==> config.mk <==
export PLATFORM = sky130hd
export DESIGN_NAME = scg_gate
export DESIGN_NICKNAME = d
export VERILOG_FILES = /design/src/scg_sync.v /design/src/scg_fifo.v /design/src/scg_gate.v
export VERILOG_INCLUDE_DIRS = /design/src
export SDC_FILE = /design/constraint.sdc
export NUM_CORES = 2
export LEC_CHECK = 0
export BUFFER_PORTS_ARGS = -buffer_cell sky130_fd_sc_hd__buf_2
export CORE_MARGIN = 5
export CORE_UTILIZATION = 30
export DETAILED_ROUTE_END_ITERATION = 16
export GPL_ROUTABILITY_DRIVEN = 1
export PLACE_DENSITY_LB_ADDON = 0.12
export SLEW_MARGIN = 20
export SYNTH_ARGS = -nofsm -noshare
export SYNTH_HDL_FRONTEND = slang
export SYNTH_SLANG_ARGS = --single-unit
==> constraint.sdc <==
create_clock -name hclk -period 11.9 [get_ports hclk]
set_input_delay 0.595 -clock hclk [delete_from_list [all_inputs] [get_ports hclk]]
set_output_delay 0.595 -clock hclk [all_outputs]
set_load 0.02 [all_outputs]
==> src/scg_regs.vh <==
`ifndef SCG_REGS_VH
`define SCG_REGS_VH

// Register byte offsets
`define SCG_REG_CTRL      8'h00
`define SCG_REG_STATUS    8'h04
`define SCG_REG_JTAG      8'h08
`define SCG_REG_WORDS     8'h0c

// Control register fields and reset value
`define SCG_CTRL_ENC      0
`define SCG_CTRL_AUTH     1
`define SCG_CTRL_WID_LO   4
`define SCG_CTRL_WID_HI   6
`define SCG_CTRL_START    8
`define SCG_CTRL_RESET    32'h00000000
`define SCG_CTRL_MASK     32'h00000073

// Status register fields
`define SCG_ST_STATE_LO   0
`define SCG_ST_STATE_HI   7
`define SCG_ST_USER       8
`define SCG_ST_HALT       9
`define SCG_ST_LOCK       10
`define SCG_ST_SUPPLY     11
`define SCG_ST_ERR_LO     16
`define SCG_ST_ERR_HI     22

// Halt reason bits, offsets within the error field
`define SCG_ERR_COMP      0
`define SCG_ERR_WIDE      1
`define SCG_ERR_MISMATCH  2
`define SCG_ERR_PKH       3
`define SCG_ERR_SIG       4
`define SCG_ERR_OVF       5
`define SCG_ERR_LEN       6
`define SCG_ERR_BITS      7

// Stream header word fields
`define SCG_HDR_ENC       0
`define SCG_HDR_SIGN      1
`define SCG_HDR_COMP      2

// Passive width codes that security forbids
`define SCG_WID_X16       3'h4
`define SCG_WID_X32       3'h5

// Instruction codes still served under the lock
`define SCG_JI_IDCODE     4'h1
`define SCG_JI_STATUS     4'h2
`define SCG_JI_BYPASS     4'hf

// Key and digest constants
`define SCG_KEY_BITS      256
`define SCG_MIX_SEED      32'h5a17c3e9

`endif

==> src/scg_sync.v <==
`default_nettype none

module scg_sync #(
   parameter W = 1
) (
   // Clock and reset
   input  wire         hclk,
   input  wire         hresetn,
   // Asynchronous inputs
   input  wire [W-1:0] d,
   // Second and third stages
   output wire [W-1:0] s2,
   output wire [W-1:0] s3
);

   reg [W-1:0] st1_r;
   reg [W-1:0] st2_r;
   reg [W-1:0] st3_r;

   always @(posedge hclk or negedge hresetn) begin
      if (!hresetn) begin
         st1_r <= {W{1'b0}};
         st2_r <= {W{1'b0}};
         st3_r <= {W{1'b0}};
      end else begin
         st1_r <= d;
         st2_r <= st1_r;
         st3_r <= st2_r;
      end
   end

   assign s2 = st2_r;
   assign s3 = st3_r;

endmodule // scg_sync

`default_nettype wire

==> src/scg_fifo.v <==
`default_nettype none

// Pointers wrap by width, so DEPTH must equal 2**AW
module scg_fifo #(
   parameter W     = 32,
   parameter DEPTH = 32,
   parameter AW    = 5
) (
   // Clock and reset
   input  wire         hclk,
   input  wire         hresetn,
   input  wire         flush,
   // Fill side
   input  wire         in_valid,
   output wire         in_ready,
   input  wire [W-1:0] in_data,
   // Drain side
   output reg          out_valid,
   input  wire         out_ready,
   output reg  [W-1:0] out_data
);

   localparam [AW:0] FULL = DEPTH[AW:0];

   reg  [W-1:0]  mem [0:DEPTH-1];
   reg  [AW-1:0] wptr_r;
   reg  [AW-1:0] rptr_r;
   reg  [AW:0]   count_r;
   wire          push;
   wire          pop;

   assign in_ready = (count_r != FULL);
   assign push     = in_valid & in_ready;
   // Output stage refills as soon as it empties
   assign pop      = (count_r != {(AW+1){1'b0}}) & (~out_valid | out_ready);

   always @(posedge hclk) begin
      if (push) begin
         mem[wptr_r] <= in_data;
      end
   end

   always @(posedge hclk or negedge hresetn) begin
      if (!hresetn) begin
         wptr_r    <= {AW{1'b0}};
         rptr_r    <= {AW{1'b0}};
         count_r   <= {(AW+1){1'b0}};
         out_valid <= 1'b0;
         out_data  <= {W{1'b0}};
      end else if (flush) begin
         wptr_r    <= {AW{1'b0}};
         rptr_r    <= {AW{1'b0}};
         count_r   <= {(AW+1){1'b0}};
         out_valid <= 1'b0;
      end else begin
         if (push) begin
            wptr_r <= wptr_r + 1'b1;
         end
         if (pop) begin
            rptr_r    <= rptr_r + 1'b1;
            out_data  <= mem[rptr_r];
            out_valid <= 1'b1;
         end else if (out_ready) begin
            out_valid <= 1'b0;
         end
         if (push & ~pop) begin
            count_r <= count_r + 1'b1;
         end else if (pop & ~push) begin
            count_r <= count_r - 1'b1;
         end
      end
   end

endmodule // scg_fifo

`default_nettype wire

==> src/scg_gate.v <==
// Behaviour
// - Decrypt payload words with a keystream derived from the 256-bit fused key.
// - Encryption and authentication are enabled separately; either, both or none.
// - A compressed stream with any security feature enabled halts configuration.
// - With authentication on, a digest is built while words arrive and checked against the stream's signature after the last data word.
// - Public key comes from the stream; only its hash is held in fuses.
// - Good signature: configuration finishes and user mode is entered.
// - Bad signature: configuration halts and user mode is never entered.
// - Locked: only identification, status readout and bypass instructions are accepted.
// - The lock cannot be undone by any register or instruction.
// - With security on, the 16-bit and 32-bit passive widths are refused.
`include "scg_regs.vh"
`default_nettype none

module scg_gate #(
   parameter FIFO_DEPTH = 32,
   parameter FIFO_AW    = 5
) (
   // Clock and reset
   input  wire        hclk,
   input  wire        hresetn,
   // AHB-Lite slave
   input  wire        hsel,
   input  wire [31:0] haddr,
   input  wire [1:0]  htrans,
   input  wire        hwrite,
   input  wire [2:0]  hsize,
   input  wire [31:0] hwdata,
   input  wire        hready,
   output reg         hreadyout,
   output reg  [31:0] hrdata,
   output reg         hresp,
   // Serial bitstream link pins
   input  wire        cfg_sclk,
   input  wire        cfg_sdata,
   // Fuse block
   input  wire [255:0] fuse_aes_key,
   input  wire [31:0] fuse_pubkey_hash,
   input  wire        fuse_jtag_lock,
   input  wire        fuse_program_supply,
   // Instruction decoder of the test port
   input  wire        jtag_ir_update,
   input  wire [3:0]  jtag_ir_code,
   output reg  [3:0]  jtag_ir_active,
   output reg         jtag_ir_reject,
   // Configuration memory side
   output reg  [31:0] cfg_word,
   output reg         cfg_word_valid,
   output reg         user_mode,
   output reg         cfg_halted
);

   localparam [7:0] ST_IDLE = 8'h01;
   localparam [7:0] ST_HDR  = 8'h02;
   localparam [7:0] ST_LEN  = 8'h04;
   localparam [7:0] ST_PKH  = 8'h08;
   localparam [7:0] ST_DATA = 8'h10;
   localparam [7:0] ST_SIG  = 8'h20;
   localparam [7:0] ST_USER = 8'h40;
   localparam [7:0] ST_HALT = 8'h80;

   // Rotate-xor-add mixer shared by keystream, key hash and digest
   function [31:0] scg_mix;
      input [31:0] a;
      input [31:0] b;
      begin
         scg_mix = {a[26:0], a[31:27]} ^ (b + {b[18:0], b[31:19]} + `SCG_MIX_SEED);
      end
   endfunction

   function [31:0] key_word;
      input [255:0] key;
      input [2:0]   idx;
      begin
         key_word = key[{idx, 5'h00} +: 32];
      end
   endfunction

   function is_public_ir;
      input [3:0] code;
      begin
         is_public_ir = (code == `SCG_JI_IDCODE) | (code == `SCG_JI_STATUS) |
                        (code == `SCG_JI_BYPASS);
      end
   endfunction

   // Pin synchronisers
   wire [2:0] pin_s2;
   wire [2:0] pin_s3;

   scg_sync #(.W(3)) u_sync (
      .hclk    (hclk),
      .hresetn (hresetn),
      .d       ({fuse_program_supply, cfg_sdata, cfg_sclk}),
      .s2      (pin_s2),
      .s3      (pin_s3)
   );

   reg  [2:0]  pin_lvl_r;
   reg  [2:0]  pin_lvl_nxt;
   wire        sclk_rise;

   always @* begin
      pin_lvl_nxt = pin_lvl_r;
      if (pin_s2[0] == pin_s3[0]) pin_lvl_nxt[0] = pin_s3[0];
      if (pin_s2[1] == pin_s3[1]) pin_lvl_nxt[1] = pin_s3[1];
      if (pin_s2[2] == pin_s3[2]) pin_lvl_nxt[2] = pin_s3[2];
   end

   assign sclk_rise = pin_lvl_nxt[0] & ~pin_lvl_r[0];

   // Bus and control state
   reg  [7:0]  state_r;
   reg  [31:0] ctrl_r;
   reg         start_r;
   reg  [7:0]  ph_addr_r;
   reg         ph_wr_r;
   reg  [`SCG_ERR_BITS-1:0] err_r;
   reg  [31:0] words_r;
   reg  [7:0]  reject_cnt_r;
   reg         lock_r;
   reg         lock_cap_r;

   // Word assembler
   reg  [31:0] shift_r;
   reg  [4:0]  bitcnt_r;
   reg         pend_r;
   reg  [31:0] pend_word_r;
   wire [31:0] shift_nxt;
   wire        word_done;
   wire        fifo_in_ready;
   wire        fifo_out_valid;
   wire [31:0] fifo_out_data;
   wire        busy;
   wire        take;
   wire        accept;

   assign busy      = (state_r != ST_IDLE) & (state_r != ST_USER) & (state_r != ST_HALT);
   assign shift_nxt = {shift_r[30:0], pin_lvl_nxt[1]};
   assign word_done = busy & sclk_rise & (bitcnt_r == 5'h1f);
   assign accept    = pend_r & fifo_in_ready;
   assign take      = busy & fifo_out_valid;

   scg_fifo #(.W(32), .DEPTH(FIFO_DEPTH), .AW(FIFO_AW)) u_fifo (
      .hclk      (hclk),
      .hresetn   (hresetn),
      .flush     (start_r),
      .in_valid  (pend_r),
      .in_ready  (fifo_in_ready),
      .in_data   (pend_word_r),
      .out_valid (fifo_out_valid),
      .out_ready (busy),
      .out_data  (fifo_out_data)
   );

   // Serial link cannot stall, so a word held back a whole word time is an overrun
   always @(posedge hclk or negedge hresetn) begin
      if (!hresetn) begin
         pin_lvl_r   <= 3'h0;
         shift_r     <= 32'h00000000;
         bitcnt_r    <= 5'h00;
         pend_r      <= 1'b0;
         pend_word_r <= 32'h00000000;
      end else begin
         pin_lvl_r <= pin_lvl_nxt;
         if (start_r) begin
            bitcnt_r <= 5'h00;
            pend_r   <= 1'b0;
         end else begin
            if (busy & sclk_rise) begin
               shift_r  <= shift_nxt;
               bitcnt_r <= bitcnt_r + 1'b1;
            end
            if (word_done & (accept | ~pend_r)) begin
               pend_r      <= 1'b1;
               pend_word_r <= shift_nxt;
            end else if (accept) begin
               pend_r <= 1'b0;
            end
         end
      end
   end

   // Stream parsing and security checks
   reg         hdr_enc_r;
   reg         hdr_sign_r;
   reg  [31:0] remain_r;
   reg  [31:0] pk_r;
   reg  [31:0] dig_r;
   reg  [31:0] ks_cnt_r;
   wire [2:0]  width_code;
   wire        sec_on;
   wire        wide_bad;
   wire        comp_bad;
   wire        match_bad;
   wire [31:0] keystream;
   wire [31:0] plain;
   wire        ovf;

   assign width_code = ctrl_r[`SCG_CTRL_WID_HI:`SCG_CTRL_WID_LO];
   assign sec_on     = fifo_out_data[`SCG_HDR_ENC] | fifo_out_data[`SCG_HDR_SIGN];
   assign comp_bad   = sec_on & fifo_out_data[`SCG_HDR_COMP];
   assign wide_bad   = sec_on & ((width_code == `SCG_WID_X16) |
                                 (width_code == `SCG_WID_X32));
   assign match_bad  = (fifo_out_data[`SCG_HDR_ENC] != ctrl_r[`SCG_CTRL_ENC]) |
                       (fifo_out_data[`SCG_HDR_SIGN] != ctrl_r[`SCG_CTRL_AUTH]);
   assign keystream  = scg_mix(key_word(fuse_aes_key, ks_cnt_r[2:0]),
                               ks_cnt_r ^ key_word(fuse_aes_key, ~ks_cnt_r[2:0]));
   assign plain      = hdr_enc_r ? (fifo_out_data ^ keystream) : fifo_out_data;
   assign ovf        = word_done & pend_r & ~accept;

   always @(posedge hclk or negedge hresetn) begin
      if (!hresetn) begin
         state_r        <= ST_IDLE;
         hdr_enc_r      <= 1'b0;
         hdr_sign_r     <= 1'b0;
         remain_r       <= 32'h00000000;
         pk_r           <= 32'h00000000;
         dig_r          <= 32'h00000000;
         ks_cnt_r       <= 32'h00000000;
         err_r          <= {`SCG_ERR_BITS{1'b0}};
         words_r        <= 32'h00000000;
         cfg_word       <= 32'h00000000;
         cfg_word_valid <= 1'b0;
         user_mode      <= 1'b0;
         cfg_halted     <= 1'b0;
      end else begin
         cfg_word_valid <= 1'b0;
         if (start_r & ~busy) begin
            state_r    <= ST_HDR;
            err_r      <= {`SCG_ERR_BITS{1'b0}};
            dig_r      <= `SCG_MIX_SEED;
            ks_cnt_r   <= 32'h00000000;
            words_r    <= 32'h00000000;
            user_mode  <= 1'b0;
            cfg_halted <= 1'b0;
         end else if (busy & ovf) begin
            state_r                <= ST_HALT;
            err_r[`SCG_ERR_OVF]    <= 1'b1;
            cfg_halted             <= 1'b1;
         end else if (take) begin
            case (state_r)
               ST_HDR: begin
                  hdr_enc_r  <= fifo_out_data[`SCG_HDR_ENC];
                  hdr_sign_r <= fifo_out_data[`SCG_HDR_SIGN];
                  if (comp_bad | wide_bad | match_bad) begin
                     state_r                  <= ST_HALT;
                     cfg_halted               <= 1'b1;
                     err_r[`SCG_ERR_COMP]     <= comp_bad;
                     err_r[`SCG_ERR_WIDE]     <= wide_bad;
                     err_r[`SCG_ERR_MISMATCH] <= match_bad;
                  end else begin
                     state_r <= ST_LEN;
                  end
               end
               ST_LEN: begin
                  remain_r <= fifo_out_data;
                  if (fifo_out_data == 32'h00000000) begin
                     state_r             <= ST_HALT;
                     cfg_halted          <= 1'b1;
                     err_r[`SCG_ERR_LEN] <= 1'b1;
                  end else begin
                     state_r <= hdr_sign_r ? ST_PKH : ST_DATA;
                  end
               end
               ST_PKH: begin
                  pk_r <= fifo_out_data;
                  if (scg_mix(`SCG_MIX_SEED, fifo_out_data) != fuse_pubkey_hash) begin
                     state_r             <= ST_HALT;
                     cfg_halted          <= 1'b1;
                     err_r[`SCG_ERR_PKH] <= 1'b1;
                  end else begin
                     state_r <= ST_DATA;
                  end
               end
               ST_DATA: begin
                  cfg_word       <= plain;
                  cfg_word_valid <= 1'b1;
                  words_r        <= words_r + 1'b1;
                  ks_cnt_r       <= ks_cnt_r + 1'b1;
                  dig_r          <= scg_mix(dig_r, plain);
                  remain_r       <= remain_r - 1'b1;
                  if (remain_r == 32'h00000001) begin
                     if (hdr_sign_r) begin
                        state_r <= ST_SIG;
                     end else begin
                        state_r   <= ST_USER;
                        user_mode <= 1'b1;
                     end
                  end
               end
               ST_SIG: begin
                  if (fifo_out_data == scg_mix(dig_r, pk_r)) begin
                     state_r   <= ST_USER;
                     user_mode <= 1'b1;
                  end else begin
                     state_r             <= ST_HALT;
                     cfg_halted          <= 1'b1;
                     err_r[`SCG_ERR_SIG] <= 1'b1;
                  end
               end
               default: begin
                  state_r <= ST_HALT;
               end
            endcase
         end
      end
   end

   // Lock latch: taken once after reset, no path ever clears it
   wire ir_allowed;

   assign ir_allowed = lock_cap_r & (~lock_r | is_public_ir(jtag_ir_code));

   always @(posedge hclk or negedge hresetn) begin
      if (!hresetn) begin
         lock_r         <= 1'b1;
         lock_cap_r     <= 1'b0;
         jtag_ir_active <= `SCG_JI_BYPASS;
         jtag_ir_reject <= 1'b0;
         reject_cnt_r   <= 8'h00;
      end else begin
         jtag_ir_reject <= 1'b0;
         if (!lock_cap_r) begin
            lock_r     <= fuse_jtag_lock;
            lock_cap_r <= 1'b1;
         end else begin
            lock_r <= lock_r | fuse_jtag_lock;
         end
         if (jtag_ir_update) begin
            if (ir_allowed) begin
               jtag_ir_active <= jtag_ir_code;
            end else begin
               jtag_ir_active <= `SCG_JI_BYPASS;
               jtag_ir_reject <= 1'b1;
               reject_cnt_r   <= reject_cnt_r + 1'b1;
            end
         end
      end
   end

   // AHB-Lite slave, zero wait states, read data registered in address phase
   wire        addr_ph;
   reg  [31:0] rd_mux;

   assign addr_ph = hsel & hready & htrans[1];

   always @* begin
      rd_mux = 32'h00000000;
      case (haddr[7:0])
         `SCG_REG_CTRL: begin
            rd_mux = ctrl_r;
         end
         `SCG_REG_STATUS: begin
            rd_mux[`SCG_ST_STATE_HI:`SCG_ST_STATE_LO] = state_r;
            rd_mux[`SCG_ST_USER]                      = user_mode;
            rd_mux[`SCG_ST_HALT]                      = cfg_halted;
            rd_mux[`SCG_ST_LOCK]                      = lock_r;
            rd_mux[`SCG_ST_SUPPLY]                    = pin_lvl_r[2];
            rd_mux[`SCG_ST_ERR_HI:`SCG_ST_ERR_LO]     = err_r;
         end
         `SCG_REG_JTAG: begin
            rd_mux[3:0]  = jtag_ir_active;
            rd_mux[4]    = lock_r;
            rd_mux[15:8] = reject_cnt_r;
         end
         `SCG_REG_WORDS: begin
            rd_mux = words_r;
         end
         default: begin
            rd_mux = 32'h00000000;
         end
      endcase
   end

   always @(posedge hclk or negedge hresetn) begin
      if (!hresetn) begin
         hreadyout <= 1'b0;
         hrdata    <= 32'h00000000;
         hresp     <= 1'b0;
         ph_addr_r <= 8'h00;
         ph_wr_r   <= 1'b0;
         ctrl_r    <= `SCG_CTRL_RESET;
         start_r   <= 1'b0;
      end else begin
         hreadyout <= 1'b1;
         hresp     <= 1'b0;
         start_r   <= 1'b0;
         ph_wr_r   <= addr_ph & hwrite;
         if (addr_ph) begin
            ph_addr_r <= haddr[7:0];
            if (!hwrite) begin
               hrdata <= rd_mux;
            end
         end
         // Settings are frozen while a stream is being parsed
         if (ph_wr_r & (ph_addr_r == `SCG_REG_CTRL) & ~busy) begin
            ctrl_r  <= hwdata & `SCG_CTRL_MASK;
            start_r <= hwdata[`SCG_CTRL_START];
         end
      end
   end

endmodule // scg_gate

`default_nettype wire

==> run_results.csv <==
group,metric,value,unit
drt,wl_per_cell,25.8,um
global_routing,grt_pass1_vias,44300,
drt,drtPass1Iterations,6,
die,ios,445,
global_routing,antenna_found_initial,9,
drt,routed_wl,223000,um
sta,final_hold_viol_count,0,
clocking,root_buffer,"clkbuf_16",
die,die_h,495,um
global_routing,grt_pass1_wl,319000,um
power_and_ir_drop,power_density,204,nW/um2
die,die_area,245000,um2
clocking,clkTransAtPathRegs,60,ps
synthesis,synth_edf_count,1024,
clocking,cts_sinks,1428,
cells_and_area,layout_commonest_cell,"edfxtp_1",
power_and_ir_drop,vdd_ir_drop_max,0.000183,V
setup_path,critPathRequiredTime,12570,ps
setup_path,arrival,10490,ps
sta,min_period_over_period,0.826,
synthesis,synth_ff_type,"edfxtp_1",
global_routing,grt_usage,0.178,
die,coreArea,235000,um2
synthesis,ys_ff_latch,1428,
sta,finalSetupTns,0,ps
sta,clock_skew,81.6,ps
worst_hold_path,hp-class,"in2reg",
sta,worstMarginPinSlew,1050,ps
setup_path,crit_slowest_cell,"clkinv_2",
sta,setup_viol_count_final,0,
drt,via_per_inst,5.03,
synthesis,yosysUniqueCellTypes,87,
sta,rsz0062_at_grt,"false",
cells_and_area,multi_input_comb_area,28300,um2
sta,layout_min_cycle_time,9820,ps
synthesis,syn_area_per_cell,14.4,um2
setup_path,critPathMaxStageDelay,850,ps
clocking,clk-insertion-delay-late,840,ps
clocking,htree_num_levels,4,
setup_path,critPathMaxFanout,36,
drt,drt_iter0_drc,3297,
sta,maxSlewViolCount,0,
outcome,status,"completed",
synthesis,syn_inst,4900,
setup_path,worstSetupEndpointType,"register",
die,core.rowCount,178,
job,cap_viol_max_count,0,
placement,dp_hpwl,145000,um
setup_path,cp_common_cell,"xnor2_1",
sta,clock.fmax,0.102,GHz
die,die_x,495,um
setup_path,setup.worst_path.start_class,"register",
cells_and_area,seq_area,40900,um2
clocking,cts_tree,"built",
cells_and_area,syn_to_final_growth,16.7,%
cells_and_area,mostFrequentLayoutCells,"edfxtp_1, mux4_2, dfrtp_1, buf_2, nand2_1",
cells_and_area,nFillCells,22800,
placement,port_buffers,389,
clocking,cts_made_buffers,166,
cells_and_area,final_util,0.351,
clocking,post_cts_buffers,0,
drt,drc,0,
synthesis,ys_seq_area_frac,0.578,
synthesis,syn-cell-area,70700,um2
sta,relSlewSlack,0.300,
synthesis,ys_warn_count,0,
drt,routed-via-count,43400,
setup_path,crit_type,"reg2reg",
global_routing,grt_overflow,0,
global_routing,grt_max_degree,118,
placement,routabilityCongestion,0.890,
clocking,clockBufferDepth,3,
die,start_util,0.301,
cells_and_area,fin_nets,5938,
cells_and_area,drive_gt1_frac,0.248,
power_and_ir_drop,p_leak,30.8,nW
drt,ant_nets,0,
synthesis,ys_async_sr_fraction,0.283,
synthesis,syn-num-nets,5509,
-- path summary, 6_finish.rpt --
kind                                           start                            to  slack (ps)  depth (start not counted)
min                                        hwdata[6]         ctrl_r[6]$_DFFE_PN0P_          80                          2
max in group asynchronous                    hresetn  u_fifo.rptr_r[0]$_DFFE_PN0P_        9140                          4
min reg2reg                u_sync.st1_r[0]$_DFF_PN0_        u_sync.s2[0]$_DFF_PN0_         340                          0
min in group asynchronous                    hresetn          pk_r[20]$_DFFE_PN0P_         340                          2
max                          ks_cnt_r[2]$_DFFE_PN0P_         dig_r[31]$_DFFE_PN0P_        2080                         30
max reg2reg                  ks_cnt_r[2]$_DFFE_PN0P_         dig_r[31]$_DFFE_PN0P_        2080                         30
-- critical path, delay by kind of cell, from the launching register on --
kind                       cells  cell delay, ps
AOI/OAI and AO/OA             13            3730
xor gates and xnor gates       6            1860
adders and majority gates      3            1010
buffers and inverters          4            1510
DFF                            1             750
muxes                          1             200
and+or+nand+nor                3             580
-- metrics by stage --
step | hold WS, ps | area [um2] | total power, mW | setup WS (ps) | instances
6_report | 80.0 | 82500 | 16.8 | 2080 | 8630
5_1_grt | 20.7 | 82500 | 17.7 | 1580 | 8629
4_1_cts | 2.64 | 82500 | 17.0 | 2130 | 8623
3_5_place_dp | 336 | 76700 | 11.8 | 2110 | 8294
3_3_place_gp | 338 | 76700 | 11.8 | 2190 | 8294
2_1_floorplan | 299 | 70700 | 9.84 | 3550 | 4900
-- Yosys cell counts, drive strengths merged (6+ instances only) --
| cell type | count | share of area |
|---|---|---|
| nand2 | 303 | 0.016 |
| or4 | 9 | 0.0010 |
| o21bai | 7 | 0.00074 |
| nand3 | 90 | 0.0064 |
| or2 | 11 | 0.00097 |
| nand3b | 8 | 0.00085 |
| nor2 | 320 | 0.017 |
| a31oi | 24 | 0.0021 |
| a32oi | 6 | 0.00074 |
| a221oi | 13 | 0.0016 |
| o31ai | 11 | 0.0012 |
| o22a | 10 | 0.0012 |
| o211ai | 22 | 0.0023 |
| nand4 | 44 | 0.0039 |
| nand2b | 19 | 0.0017 |
| a22oi | 19 | 0.0020 |
| mux4 | 448 | 0.14 |
| and3 | 32 | 0.0028 |
| nor2b | 18 | 0.0016 |
| o21a | 26 | 0.0028 |
| o21ai | 205 | 0.015 |
| dfrtp | 398 | 0.14 |
| a211oi | 23 | 0.0024 |
| ha | 233 | 0.041 |
| clkbuf | 173 | 0.0092 |
| buf | 72 | 0.0049 |
| nor4 | 24 | 0.0021 |
| xor2 | 117 | 0.015 |
| inv | 216 | 0.011 |
| or3 | 28 | 0.0027 |
| mux2i | 115 | 0.016 |
| o211a | 6 | 0.00085 |
| and4 | 9 | 0.0011 |
| and2 | 11 | 0.00097 |
| o22ai | 7 | 0.00062 |
| edfxtp | 1024 | 0.44 |
| a21oi | 219 | 0.016 |
| nor3 | 57 | 0.0041 |
| dfstp | 6 | 0.0022 |
| mux2 | 93 | 0.015 |
| xnor2 | 292 | 0.036 |
| a21o | 48 | 0.0051 |
-- power by group --
part | switching (mW) | internal, mW
clock | 2.16 | 2.99
sequential | 0.257 | 5.40
combinational | 3.58 | 2.40
total | 6.00 | 10.8
-- state kept, by name, summed over array words and instances, names as in the netlist, 4 cells and up --
| name | flops |
|---|---|
| state_r | 8 |
| jtag_ir_active | 4 |
| hrdata | 32 |
| pk_r | 32 |
| u_fifo.mem | 1024 |
| u_fifo.wptr_r | 5 |
| err_r | 7 |
| ctrl_r | 5 |
| reject_cnt_r | 8 |
| remain_r | 32 |
| ks_cnt_r | 32 |
| pend_word_r | 32 |
| bitcnt_r | 5 |
| u_fifo.rptr_r | 5 |
| cfg_word | 32 |
| shift_r | 31 |
| u_fifo.out_data | 32 |
| ph_addr_r | 8 |
| dig_r | 32 |
| words_r | 32 |
| u_fifo.count_r | 6 |
-- kinds of logic after synthesis --
kind of cell	share of synthesized area
buf+inv	0.0255
compound gates	0.0611
mux	0.174
flops	0.578
xor+xnor	0.0521
fa+ha+maj	0.0431
simple gates	0.0654
other cells	0.000106
-- routing by layer --
layer	GRT usage	up-vias	routed length [um]
met5	0	-	0
met4	0.0401	0	4740
met3	0.0234	232	8600
met2	0.303	947	111000
met1	0.242	22600	98500
li1	-	19600	-
-- area by class of cell --
type	instances	share of cell area
timing repair buffer	506	0.0356
multi-input combinational	3011	0.343
inverter	216	0.00985
clock inverter	86	0.0126
clock buffer	226	0.0554
antenna	7	0.000212
tap	3150	0.0478
sequential	1428	0.496
-- repair_timing --
action,in CTS,in global routing
setup endpoints to repair,0,0
hold buffers,17,0
endpoints found under the hold margin,98,0
gates resized for setup,0,0
(Power assumes the default switching activity.)
